$ cat src/hdl/cgc_pkg.sv
// package: register map, field positions, reset values and timing of the clock generator control
package cgc_pkg;
  localparam logic [11:0] CGC_CTRL_ONE_OFS = 12'h000;
  localparam logic [11:0] CGC_CTRL_TWO_OFS = 12'h004;
  localparam logic [11:0] CGC_STATUS_OFS   = 12'h008;

  // control one fields
  localparam int CGC_HGS_BIT   = 7;
  localparam int CGC_FBS_BIT   = 6;
  localparam int CGC_ERS_BIT   = 5;
  localparam int CGC_CMS_LSB   = 3;
  localparam int CGC_OKO_BIT   = 2;
  localparam int CGC_CLDO_BIT  = 1;
  // control two fields
  localparam int CGC_LLRE_BIT  = 7;
  localparam int CGC_MFF_LSB   = 4;
  localparam int CGC_CLRE_BIT  = 3;
  localparam int CGC_ODF_LSB   = 0;
  // status fields
  localparam int CGC_ST_MODE_LSB = 6;
  localparam int CGC_ST_RKIND    = 5;
  localparam int CGC_ST_LLS      = 4;
  localparam int CGC_ST_BUSY     = 3;
  localparam int CGC_ST_CLOSS    = 2;
  localparam int CGC_ST_EROK     = 1;
  localparam int CGC_ST_CLAIM    = 0;

  localparam logic [7:0] CGC_CTRL_ONE_RST = 8'h00;
  localparam logic [7:0] CGC_CTRL_TWO_RST = 8'h00;

  // clock 40 MHz; field updates cross into the generator's domain in this time
  localparam int CGC_CLK_PERIOD_PS = 25000;
  localparam int CGC_SYNC_TIME_NS  = 75;
  localparam int CGC_SYNC_CYC      = (CGC_SYNC_TIME_NS * 1000 + CGC_CLK_PERIOD_PS - 1)
                                     / CGC_CLK_PERIOD_PS;
  localparam logic [1:0] CGC_SYNC_LOAD = 2'(CGC_SYNC_CYC);

  localparam logic [7:0] CGC_P_LOW  = 8'h40;
  localparam logic [7:0] CGC_P_HIGH = 8'h01;
  localparam logic [4:0] CGC_N_BASE = 5'h04;

  typedef enum logic [1:0] {
    CGC_SELF_CLOCKED_MODE      = 2'b00,
    CGC_LOOP_ENGAGED_INTERNAL  = 2'b01,
    CGC_LOOP_BYPASSED_EXTERNAL = 2'b10,
    CGC_LOOP_ENGAGED_EXTERNAL  = 2'b11
  } cgc_mode_e;

  // one field that must settle before its new value is applied
  typedef struct packed {
    logic       pend;
    logic [1:0] cnt;
    logic [2:0] req;
    logic [2:0] act;
  } cgc_sfield_s;

  // status inputs from the oscillator and loop datapath
  typedef struct packed {
    logic lock_loss;
    logic clock_loss;
    logic ext_ref_ok;
    logic ref_kind;
  } cgc_stat_s;

  // settings presented to the oscillator, loop and divider
  typedef struct packed {
    logic       high_gain;
    logic       range_high;
    logic       ext_ref_crystal;
    logic       pin_claim;
    logic       osc_enable;
    logic       loss_detect_en;
    cgc_mode_e  mode;
    logic [7:0] prescale_p;
    logic [4:0] mult_n;
    logic [7:0] div_r;
  } cgc_cfg_s;
endpackage

$ cat src/hdl/cgc_sync.sv
// two-stage synchroniser for the asynchronous status inputs
`timescale 1ns/1ps
module cgc_sync
  import cgc_pkg::*;
#(
  parameter int W = 4
) (
  input  wire logic         pclk,
  input  wire logic         presetn,
  input  wire logic [W-1:0] d,
  output logic      [W-1:0] q
);
  if (W < 1) begin : g_bad_w
    $error("cgc_sync: width must be at least 1");
  end

  typedef struct packed {
    logic [W-1:0] s1;
    logic [W-1:0] s2;
  } cgc_sy_s;

  cgc_sy_s st_r;
  cgc_sy_s st_nxt;

  always_comb begin
    st_nxt    = st_r;
    st_nxt.s1 = d;
    st_nxt.s2 = st_r.s1;
  end

  always_ff @(posedge pclk or negedge presetn) begin
    if (!presetn) begin
      st_r <= '0;
    end else begin
      st_r <= st_nxt;
    end
  end

  assign q = st_r.s2;
endmodule

$ cat src/hdl/cgc_ctrl.sv
// clock generator control registers with apb slave
// Function
// - high_gain_select: 0 low power, 1 high gain
// - freq_band_select: 0 sets P=64, 1 sets P=1
// - band setting only counts in external modes
// - ext_ref_select: 0 external clock, 1 crystal
// - write-once bits take only first write
// - mode 00 self-clocked; bypass waits reference ok
// - off mode leaves clock_mode_select unchanged
// - mode, multiplier and divider writes discarded while prior write still synchronising
// - first mode write 0X forbids 1X later
// - oscillator in off mode per osc_keep_in_off
// - osc_keep_in_off ignored when gain and band set
// - clock_loss_detect_off 1 disables loss detection
// - lock loss: interrupt or reset per enable
// - multiplier N equals four plus twice code
// - clock loss: interrupt or reset per enable
// - output divider R equals two to code
// - input pin claimed only by external first write
// - mode codes: self, internal, bypass, external
// - reset starts in self-clocked mode
`timescale 1ns/1ps
module cgc_ctrl
  import cgc_pkg::*;
#(
  parameter int ADDR_W = 12
) (
  input  wire logic              pclk,
  input  wire logic              presetn,
  input  wire logic              psel,
  input  wire logic              penable,
  input  wire logic              pwrite,
  input  wire logic [ADDR_W-1:0] paddr,
  input  wire logic [31:0]       pwdata,
  output logic      [31:0]       prdata,
  output logic                   pready,
  output logic                   pslverr,
  input  wire cgc_stat_s         stat_in,
  input  wire logic              off_mode,
  input  wire logic              osc_off_enable,
  output cgc_cfg_s               cfg,
  output logic                   lock_loss_irq,
  output logic                   lock_loss_rst,
  output logic                   clock_loss_irq,
  output logic                   clock_loss_rst
);
  // the offset decode keeps twelve address bits at most
  if (ADDR_W < 4 || ADDR_W > 12) begin : g_bad_addr_w
    $error("cgc_ctrl: ADDR_W must be 4 to 12");
  end

  typedef struct packed {
    logic        hgs;
    logic        fbs;
    logic        ers;
    logic        oko;
    logic        cldo;
    logic        once_done;
    logic        first_cms;
    logic        ext_lockout;
    logic        pin_claim;
    logic        llre;
    logic        clre;
    cgc_sfield_s cms;
    cgc_sfield_s mff;
    cgc_sfield_s odf;
    logic [31:0] rdata;
  } cgc_st_s;

  cgc_st_s   st_r;
  cgc_st_s   st_nxt;
  cgc_stat_s stat_s;

  cgc_sync #(.W(4)) u_sync (
    .pclk    (pclk),
    .presetn (presetn),
    .d       (stat_in),
    .q       (stat_s)
  );

  function automatic logic [11:0] word_ofs(input logic [ADDR_W-1:0] a);
    logic [11:0] w;
    w = 12'(a);
    return {w[11:2], 2'b00};
  endfunction

  // countdown and apply step shared by the three synchronised fields
  function automatic cgc_sfield_s sfield_step(input cgc_sfield_s f, input logic ok);
    cgc_sfield_s g;
    g = f;
    if (f.pend && f.cnt != 2'h0) begin
      g.cnt = f.cnt - 2'h1;
    end else if (f.pend && ok) begin
      g.act  = f.req;
      g.pend = 1'b0;
    end
    return g;
  endfunction

  // a new value is refused while the previous one is still settling
  function automatic cgc_sfield_s sfield_write(input cgc_sfield_s f, input logic [2:0] v);
    cgc_sfield_s g;
    g = f;
    if (!f.pend) begin
      g.req  = v;
      g.pend = 1'b1;
      g.cnt  = CGC_SYNC_LOAD;
    end
    return g;
  endfunction

  logic        setup;
  logic        wr;
  logic [11:0] ofs;
  logic        mapped;
  logic [1:0]  cms_w;
  logic        bypass_wait;

  assign setup  = psel && !penable;
  assign wr     = psel && penable && pwrite;
  assign ofs    = word_ofs(paddr);
  assign mapped = (ofs == CGC_CTRL_ONE_OFS) || (ofs == CGC_CTRL_TWO_OFS) ||
                  (ofs == CGC_STATUS_OFS);
  assign cms_w  = pwdata[CGC_CMS_LSB +: 2];
  // bypass mode is held back until the external reference is good
  assign bypass_wait = (st_r.cms.req[1:0] == CGC_LOOP_BYPASSED_EXTERNAL) &&
                       !stat_s.ext_ref_ok;

  always_comb begin
    st_nxt     = st_r;
    st_nxt.cms = sfield_step(st_r.cms, !bypass_wait);
    st_nxt.mff = sfield_step(st_r.mff, 1'b1);
    st_nxt.odf = sfield_step(st_r.odf, 1'b1);
    if (wr && ofs == CGC_CTRL_ONE_OFS) begin
      // gain, band and reference source are fixed by the first write alone
      if (!st_r.once_done) begin
        st_nxt.once_done = 1'b1;
        st_nxt.hgs       = pwdata[CGC_HGS_BIT];
        st_nxt.fbs       = pwdata[CGC_FBS_BIT];
        st_nxt.ers       = pwdata[CGC_ERS_BIT];
      end
      st_nxt.oko  = pwdata[CGC_OKO_BIT];
      st_nxt.cldo = pwdata[CGC_CLDO_BIT];
      if (!st_r.first_cms) begin
        st_nxt.first_cms   = 1'b1;
        st_nxt.ext_lockout = !cms_w[1];
        st_nxt.pin_claim   = cms_w[1];
        st_nxt.cms         = sfield_write(st_r.cms, {1'b0, cms_w});
      end else if (!(st_r.ext_lockout && cms_w[1])) begin
        st_nxt.cms = sfield_write(st_r.cms, {1'b0, cms_w});
      end
    end
    if (wr && ofs == CGC_CTRL_TWO_OFS) begin
      st_nxt.llre = pwdata[CGC_LLRE_BIT];
      st_nxt.clre = pwdata[CGC_CLRE_BIT];
      st_nxt.mff  = sfield_write(st_r.mff, pwdata[CGC_MFF_LSB +: 3]);
      st_nxt.odf  = sfield_write(st_r.odf, pwdata[CGC_ODF_LSB +: 3]);
    end
    // read data is latched in the setup phase so the access phase needs no wait
    if (setup) begin
      st_nxt.rdata = '0;
      case (ofs)
        CGC_CTRL_ONE_OFS: begin
          st_nxt.rdata[7:0] = {st_r.hgs, st_r.fbs, st_r.ers, st_r.cms.req[1:0],
                               st_r.oko, st_r.cldo, 1'b0};
        end
        CGC_CTRL_TWO_OFS: begin
          st_nxt.rdata[7:0] = {st_r.llre, st_r.mff.req, st_r.clre, st_r.odf.req};
        end
        CGC_STATUS_OFS: begin
          st_nxt.rdata[7:0] = {st_r.cms.act[1:0], stat_s.ref_kind, stat_s.lock_loss,
                               st_r.cms.pend | st_r.mff.pend | st_r.odf.pend,
                               stat_s.clock_loss, stat_s.ext_ref_ok, st_r.pin_claim};
        end
        default: begin
          st_nxt.rdata = '0;
        end
      endcase
    end
  end

  always_ff @(posedge pclk or negedge presetn) begin
    if (!presetn) begin
      st_r      <= '0;
      st_r.hgs  <= CGC_CTRL_ONE_RST[CGC_HGS_BIT];
      st_r.fbs  <= CGC_CTRL_ONE_RST[CGC_FBS_BIT];
      st_r.ers  <= CGC_CTRL_ONE_RST[CGC_ERS_BIT];
      st_r.oko  <= CGC_CTRL_ONE_RST[CGC_OKO_BIT];
      st_r.cldo <= CGC_CTRL_ONE_RST[CGC_CLDO_BIT];
      st_r.llre <= CGC_CTRL_TWO_RST[CGC_LLRE_BIT];
      st_r.clre <= CGC_CTRL_TWO_RST[CGC_CLRE_BIT];
    end else begin
      st_r <= st_nxt;
    end
  end

  // unmapped offsets still answer at once, only flagged as an error
  assign pready  = 1'b1;
  assign pslverr = psel && penable && !mapped;
  assign prdata  = st_r.rdata;

  logic ext_mode;
  logic osc_keep_eff;
  logic osc_run;
  logic osc_off;
  assign ext_mode     = st_r.cms.act[1];
  // the keep bit loses its meaning when gain and band are both high
  assign osc_keep_eff = st_r.oko && !(st_r.hgs && st_r.fbs);
  // a crystal only runs for an external mode once the pin was claimed
  assign osc_run      = st_r.pin_claim && st_r.ers && ext_mode;
  // off mode never touches the requested mode, only the oscillator enable
  assign osc_off      = osc_keep_eff ?
                        (st_r.cms.req[1] && stat_s.ref_kind) :
                        (osc_off_enable && st_r.cms.req[1:0] == CGC_LOOP_BYPASSED_EXTERNAL &&
                         stat_s.ref_kind);

  always_comb begin
    cfg                 = '0;
    cfg.high_gain       = st_r.hgs;
    cfg.range_high      = st_r.fbs && ext_mode;
    cfg.ext_ref_crystal = st_r.ers;
    cfg.pin_claim       = st_r.pin_claim;
    cfg.osc_enable      = off_mode ? osc_off : osc_run;
    cfg.loss_detect_en  = !st_r.cldo;
    cfg.mode            = cgc_mode_e'(st_r.cms.act[1:0]);
    cfg.prescale_p      = (st_r.fbs && ext_mode) ? CGC_P_HIGH : CGC_P_LOW;
    cfg.mult_n          = CGC_N_BASE + {1'b0, st_r.mff.act, 1'b0};
    cfg.div_r           = 8'h01 << st_r.odf.act;
  end

  assign lock_loss_irq  = stat_s.lock_loss && !st_r.llre;
  assign lock_loss_rst  = stat_s.lock_loss && st_r.llre;
  assign clock_loss_irq = stat_s.clock_loss && !st_r.cldo && !st_r.clre;
  assign clock_loss_rst = stat_s.clock_loss && !st_r.cldo && st_r.clre;

  logic wr_one;
  logic wr_two;
  assign wr_one = wr && ofs == CGC_CTRL_ONE_OFS;
  assign wr_two = wr && ofs == CGC_CTRL_TWO_OFS;
endmodule

$ cat config.mk
export PLATFORM = sky130hd
export DESIGN_NAME = cgc_ctrl
export DESIGN_NICKNAME = d
export VERILOG_FILES = /design/src/hdl/cgc_pkg.sv /design/src/hdl/cgc_sync.sv /design/src/hdl/cgc_ctrl.sv
export SDC_FILE = /design/constraint.sdc
export NUM_CORES = 1
export LEC_CHECK = 0
export ABC_AREA = 1
export BUFFER_PORTS_ARGS = -buffer_cell sky130_fd_sc_hd__buf_2
export CORE_UTILIZATION = 48
export CTS_CLUSTER_SIZE = 30
export DETAILED_ROUTE_END_ITERATION = 10
export PLACE_DENSITY = 0.81
export SLEW_MARGIN = 40
export SYNTH_ARGS = -nofsm -noshare
export SYNTH_HDL_FRONTEND = slang
export SYNTH_SLANG_ARGS = --single-unit
$ cat constraint.sdc
create_clock -name pclk -period 1.7 [get_ports pclk]
set_input_delay 0.085 -clock pclk [delete_from_list [all_inputs] [get_ports pclk]]
set_output_delay 0.085 -clock pclk [all_outputs]
set_load 0.02 [all_outputs]
# Word-level counts from Yosys, hierarchy flattened
# Index checks and enable logic that the tools add are counted.
# W data, S select, Z words.
# totals
inputBits	55
reg_bits	54
word_cells	126
output_inout_bits	67
# op_classes
n_shift	1
bitwise_logic	9
n_reduce_logical	52
n_addsub	4
mux	24
n_eq_ne	10
# op_table
cell	n
$mux W9	3
$logic_and A1 B1 Y1	25
$pmux W8 S3	1
$mux W18	1
$mux W3	6
$reduce_and A2 Y1	8
$mux W5	3
$logic_not A12 Y1	1
$ne A2 B2 Y1 const B	6
$eq A10 B1 Y1 const B	1
$eq A10 B2 Y1 const B	1
$reduce_bool A2 Y1	5
$logic_not A1 Y1	9
$shl A1 B3 Y8 const A	1
$mux W7	1
$not A1 Y1	7
$mux W1	6
$mux W2	3
$reduce_and A3 Y1	2
$sub A2 B1 Y2 const B	3
$add A3 B4 Y5 const A	1
$eq A2 B2 Y1 const B	1
$logic_or A1 B1 Y1	2
$ne A2 B1 Y1 const B	1
$or A1 B1 Y1	2

# Longest topological paths before layout
# Gate-level depths: netlist (run 1).
# logic_depth
depth_word	9
ltp_mapped	11
depth_no_buf	11

# Modules after synthesis
# Synthesis (run 1) repeated with hierarchy kept, for this count alone.
# hier_totals
hier_cells	356
area_unflattened_um2	2871.5
# modules_own_cells
module	n_inst	cells_each	area_each_um2	seq_area_each_um2
cgc_ctrl	1	348	2671.3	1076.0
cgc_sync	1	8	200.2	200.2

# Least setup slack after synthesis (run 1)
# No wires, ideal clock.
# synth_timing
kind	register to register
start	register st_r[56] (netlist name)
end	register st_r, in the netlist cfg[22]
path_buffers	0
t_arrival_ns	1.144
path_stages_with_launch	7
required_time_ns	1.583
setup_ns	0.117
synth_period_minus_slack_ns	1.261
slack_ns	0.439
cell_sequence	dfrtp_1 inv_1 ha_1 a21boi_0 nand3_1 nand2_1 nand2_1
# synth_between
elab_chain_cells	6
# synth_lines
element	line_no	source
start, declared	cgc_ctrl.sv:70	cgc_st_s st_r;
start signal, assigned	cgc_ctrl.sv:193	st_r <= st_nxt;
$reduce_bool A2 Y1 *	cgc_ctrl.sv:91	if (f.pend && f.cnt != 2'h0) begin
$logic_and A1 B1 Y1 *	cgc_ctrl.sv:91	
$mux W3 *	cgc_ctrl.sv:91	
$mux W9	cgc_ctrl.sv:149	end else if (!(st_r.ext_lockout && cms_w[1])) begin
$mux W9	cgc_ctrl.sv:144	if (!st_r.first_cms) begin
$mux W9 *	cgc_ctrl.sv:134	if (wr && ofs == CGC_CTRL_ONE_OFS) begin
# Every way passes the cells marked *; elsewhere a longest branch is shown, timed or not. The select of a mux whose other input is x is not followed.
# A chain may end at the register's enable or synchronous reset.

# Worst setup path in the final report (run 1)
# Same ends and word-level chain as after synthesis.

==> results.md, run 1 <==
* Status: complete, no violations
* Clock transition at path regs at 0.09 ns
* Sequential Power Share at 0.569
* Worst Hold Depth at 3
* Hold Path Class: in -> reg
* CTS tree: yes
* CTS Buffer Depth at 2
* Critical path class: reg -> reg
* Share of layout cells above drive strength 1 at 0.224
* Final WS setup at roughly 0.27 ns
* Adder-Cell Fraction of Synth Area at 0.0178
* Num CTS Buffers at 5
* Largest net degree at the start of global routing at 52
* Nets@finish at 469
* Pre-Repair DR Iteration Count at 4
* Hold Path End: st_r[35]
* Worst EP required at 1.90 ns
* Slew margin rel. at 0.580
* Starting Density at 0.505
* Critical Path Sink Type: register
* CTS root buffer: clkbuf_8
* Setup WS pre-CTS at around 0.3 ns
* Logic pwr share at 0.087
* Vias per std cell at 4.81
* H-tree depth at 2
* Die X-Extent at 78.6 µm
* Startpoint Class: register
* Total die area at 6180 µm²
* Synth-to-layout area growth at 12.4%
* Overflow after GRT at 0
* Clock skew at 0.00463 ns
* Setup TNS Final at 0 ns
* Core Box Area at 5570 µm²
* Min Tclk post-route at between 1 and 1.5 ns
* Worst-skew pair later-pin latency at 0.30 ns
* WP data arrival at 1.62 ns
* Lkg Pwr at between 0.0015 and 0.002 µW
* Fmax at approximately 0.7 GHz
* Yosys warns at 0
* Post-Route WL at 5.60 mm
* Hold path start: pwdata[0]
* Placer congestion estimate at 0.837
* Initial antenna violation count at 0
* Vias in the first global route at approximately 2.1k
* Peak VDD IR at 0.502 mV
* Vias at 2321
* Post-synthesis sequential area ratio at 0.453
* R2R Setup Slk at 0.27 ns
* Tot GR Track Use at 0.191
* Yosys cell types at 24
* Pint at 1640 µW
* 1st-iter DRT viols at 172
* Simple-gate share of the synthesized area at 0.276
* Row cnt at 27
* Num Clock Sinks at slightly above 50
* Synth Area in XOR/XNOR at 0
* Syn Inst Count at 348
* Power Total at 2160 µW
* Sw Pwr at roughly 520 µW
* Largest family of logic cells by synthesized area: simple AND/OR/NAND/NOR gates
* Synthesized flop and latch total at 51
* Syn Area/Cell at 8.10 µm²
* Period utilization at 0.839
* Final Hold Viols at 0
* IO buf count at 63
* Worst-Margin Slew at 0.630 ns
* Endpoints failing setup at 0
* Worst hold margin at between 0.03 and 0.04 ns
* RSZ-0062 raised after global routing: no
* Post-synthesis compound-gate area fraction at 0.0560
* # hold bufs at CTS at 6
* Clock network power share at 0.344
* Die height at approximately 80 µm
* DP Wirelength at 4.32 mm
* Sw frac at 0.240
* Cell taking the most area after synthesis: dfrtp_1
* # IOs at 122
* Routed len/inst at 11.6 µm
* Power per standard cell area at between 600 and 700 nW/µm²
* Multiplexer share of the synthesized area at 0
* Post-Syn Area at approximately 2800 µm²
* Yosys top cell area share at 0.453
* Slew Viols, Final at 0
* First-pass GRT wire length at 9.23 mm
* Antenna diode count at 0
* Post-CTS sizing at 0
* Residual DRC at 0
* Worst-path maximum fanout at 4
* Worst flop-to-flop path endpoint: cfg[22]
* Max cap viols at 0
* Post-CTS Setup Bufs at 0
* R2R depth at 6
* Top cells by area, synth: dfrtp_1 45%, buf_4 13%, nand2_1 11%, nand3_1 7.6%, inv_1 5.7%
* RR Startpoint: st_r[56]
* Antenna Nets Post-Route at 0
==> metrics by stage <==
stage,util,std cells,cell area (µm²)
3_5_place_dp,0.539,469,3010
2_1_floorplan,-,378,2930
4_1_cts,0.568,483,3170
3_3_place_gp,0.539,469,3010
6_report,0.568,483,3170
5_1_grt,0.568,483,3170
==> flip-flops by register name, indices dropped and copies added, names as in the netlist <==
| register | flops |
|---|---|
| cfg | 5 |
| st_r | 30 |
| u_sync.q | 4 |
| u_sync.st_nxt | 4 |
| prdata | 8 |
==> per-layer routing <==
metal,share of wire,vias to the layer above,global-route usage
met2,0.48,76,0.318
li1,-,1162,-
met1,0.45,1076,0.251
met5,0,-,0
met4,0.012,0,0.0593
met3,0.057,7,0.0326
==> cells in the mapped netlist <==
| cell type | instances |
|---|---|
| nor2_1 | 13 |
| clkinv_2 | 1 |
| o21ai_0 | 15 |
| o21ai_1 | 8 |
| nor2_2 | 3 |
| nand2_4 | 3 |
| a22o_1 | 1 |
| o21ai_2 | 3 |
| inv_1 | 43 |
| nor3_1 | 8 |
| nand2_1 | 82 |
| dfrtp_1 | 51 |
| buf_4 | 47 |
| inv_2 | 1 |
| nand4_1 | 10 |
| nor2_4 | 1 |
| a21boi_0 | 1 |
| nand3_1 | 43 |
| conb_1 | 2 |
| ha_1 | 4 |
| nand3_2 | 4 |
| buf_2 | 2 |
| buf_6 | 1 |
| clkinv_1 | 1 |
==> critical path, cell delays in order (launching register included) <==
cell      delay (ns)
dfrtp_1         0.41
inv_1           0.09
ha_1            0.18
a21boi_0        0.37
nand3_1         0.15
nand2_1         0.08
nand2_1         0.04
==> kinds of logic (layout without fill, tap and decap cells) <==
logic type               Yosys count  count (layout)
AND/OR/NAND/NOR                  167             167
buffers and inverters             96             129
flip-flops                        51              51
AO/OA/AOI/OAI                     28              28
adder cells (fa/ha/maj)            4               4
other                              2              32
==> power by group through the flow <==
stage	clock, µW	combinational [µW]	sequential (µW)
final	744	187	1230
after CTS	773	189	1230
after global placement	0	176	1260
after global routing	809	208	1230
after detailed placement	0	178	1260
after floorplan	0	159	1250
==> placed cells by master, fill, tap and decap left out, types with 3 or more instances in the layout <==
cell and instances:
buf_2 63, buf_4 6, clkbuf_8 7, conb_1 32, dfrtp_1 51, dlygate4sd3_1 6
ha_1 4, inv_1 43, nand2_1 82, nand2_4 3, nand3_1 43, nand3_2 4
nand4_1 10, nor2_1 13, nor2_2 3, nor3_1 8, o21ai_0 15, o21ai_1 8
o21ai_2 3
==> cell type report <==
| class | count | area (µm²) |
|---|---|---|
| clock buffers | 8 | 100 |
| multi-input cells | 231 | 1110 |
| inverters | 46 | 174 |
| flip-flops and latches | 51 | 1280 |
| fillers | 519 | 2410 |
| repair buffers | 75 | 420 |
| well taps | 72 | 90.1 |
==> worst max path at each step <==
stage | from | end | cells after the start
floorplan | st_r[56] | cfg[22] | 6
global placement | st_r[56] | cfg[22] | 6
detailed placement | st_r[56] | cfg[22] | 6
CTS | st_r[53] | cfg[24] | 5
global route | st_r[56] | cfg[21] | 6
finish | st_r[56] | cfg[22] | 6
No activity file was read; power rests on OpenSTA's default activity.
==> run 2, diff against run 1 <==
==> constraint.sdc (replaced) <==
create_clock -name pclk -period 1.4 [get_ports pclk]
set_input_delay 0.07 -clock pclk [delete_from_list [all_inputs] [get_ports pclk]]
set_output_delay 0.07 -clock pclk [all_outputs]
set_load 0.02 [all_outputs]
==> results.md, run 2 (synthesis gave the netlist of run 1 again) <==
* Power Total at 2790 µW
* Final Instance Area at 3290 µm²
* Residual DRC at 0
* Pre-Repair DR Iteration Count at 4
* DP Wirelength at about 4.4 mm
* Fmax at around 0.74 GHz
* Max reg flops at 30
* Vias per std cell at ~4.9
* Period utilization at 0.972
* Hold path start: pwdata[4]
* Placer congestion estimate at 0.806
* Vias at 2378
* Die X-Extent at 78.6 µm
* Status: complete, no violations
* CP Launch Point: cfg[28]
* Starting Density at 0.505
* Slowest CP cell: dfrtp_1
* Setup WS pre-CTS at -0.0300 ns
* Multi-input gate area at 1140 µm²
* Antenna Nets Post-Route at 0
* R2R depth at 6
* Overflow after GRT at 0
* Num CTS Buffers at 5
* Setup TNS Final at 0 ns
* Worst-path maximum fanout at 3
* Worst flop-to-flop path endpoint: st_r[57]
* # IOs at 122
* Post-Route WL at 5.81 mm
* CTS tree: yes
* Total die area at 6180 µm²
* IO buf count at 63
* Synth-to-layout area growth at 16.9%
* Core Box Area at 5570 µm²
* Post-DP Area at between 3000 and 4000 µm²
* Share of layout cells above drive strength 1 at 0.261
* Max cap viols at 0
* Final WS setup at about 0.040 ns
* Power per standard cell area at about 850 nW/µm²
* 1st-iter DRT viols at roughly 190
* Num Clock Sinks at 51
* Startpoint Class: register
* Slew Viols, Final at 0
* R2R Setup Slk at roughly 0.15 ns
* Antenna diode count at 0
* Final Hold Viols at 0
* Crit. path cell count at 5
* Critical path class: reg -> out
* Buf+Inv Stages, Crit Path at 1
* CP endpoint: cfg[24]
* FF+latch area at between 1000 and 1500 µm²
* Min Tclk post-route at 1.36 ns
* Hold Path Class: in -> reg
* Die height at 78.6 µm
* Critical Path Sink Type: primary output
* Largest net degree at the start of global routing at 52
* Row cnt at 27
* Fillers at 511
* Lkg Pwr at 0.00182 µW
* Endpoints failing setup at 0
* RR Startpoint: st_r[62]
* Most frequent cells in the layout: 82 x nand2_1, 63 x buf_2, 50 x dfrtp_1
* Slowest stage delay, CP at 0.41 ns
* Clock transition at path regs at 0.08 ns
* Nets@finish at around 480
* Initial antenna violation count at 0
* Peak VDD IR at 0.668 mV
* Crit-path cells: nand2_1, a22o_1, nand4_1, o21ai_1, buf_2
* CTS root buffer: clkbuf_8
* First-pass GRT wire length at 9.58 mm
* Most common cell after layout, fill and taps aside: nand2_1
* Largest register by flop count: st_r
* Clock skew at 0.00876 ns
* WP data arrival at roughly 1.3 ns
* Tot GR Track Use at 0.202
* Vias in the first global route at 2176
* Worst-skew pair later-pin latency at 0.31 ns
* CTS Buffer Depth at 2
* Worst hold margin at 0.0146 ns
* Largest delay share family, worst path: flip-flops
* Worst EP required at 1.33 ns
* H-tree depth at 2
* Routed len/inst at 11.9 µm
## run 2: cell types whose count changed in the layout (fill, tap and decap cells not counted), sizes merged
cell / delta
dlygate4sd3: -1
buf: +8
clkbuf: -2
bufinv: +1
clkinv: +1
## run 2: layout make-up
cell class,instances,area share
clock inverters,2,0.0106
multi-input cells,231,0.346
repair buffers,82,0.150
clock buffers,6,0.0251
flip-flops and latches,51,0.388
well taps,72,0.0274
inverters,46,0.0528
## run 2: worst min-delay path by stage
| stage | endpoint | cells after the start | slack (ns) |
|---|---|---|---|
| after floorplan | cfg[21] | 0 | -0.23 |
| after global placement | st_r[57] | 2 | 0.08 |
| after detailed placement | st_r[56] | 2 | 0.08 |
| after CTS | st_r[62] | 2 | 0.009 |
| after global routing | st_r[45] | 3 | 0.03 |
| final | st_r[62] | 2 | 0.01 |
## run 2: stage by stage
step | std cells | util
global placement | 473 | 0.549
finish | 490 | 0.591
detailed placement | 473 | 0.549
global route | 490 | 0.591
CTS | 488 | 0.582
floorplan | 378 | -
## run 2: where the power goes
part           internal [µW]  switching, µW
logic                   69.7            172
clock network            578            471
registers               1490           8.73
total                   2130            652
## run 2: per-layer routing
layer | routed length (µm) | vias up | GRT usage
met5 | 0 | - | 0
met4 | 159 | 0 | 0.0963
met3 | 372 | 18 | 0.0395
met2 | 2720 | 92 | 0.334
met1 | 2560 | 1090 | 0.252
li1 | - | 1178 | -
## run 2: what timing repair did
item | in CTS | in global routing
setup buffers | 2 | 2
pin swaps | 0 | 3
hold endpoints to repair | 55 | 0
gates resized for setup | 1 | 12
setup endpoints to repair | 3 | 4
hold buffers | 5 | 0
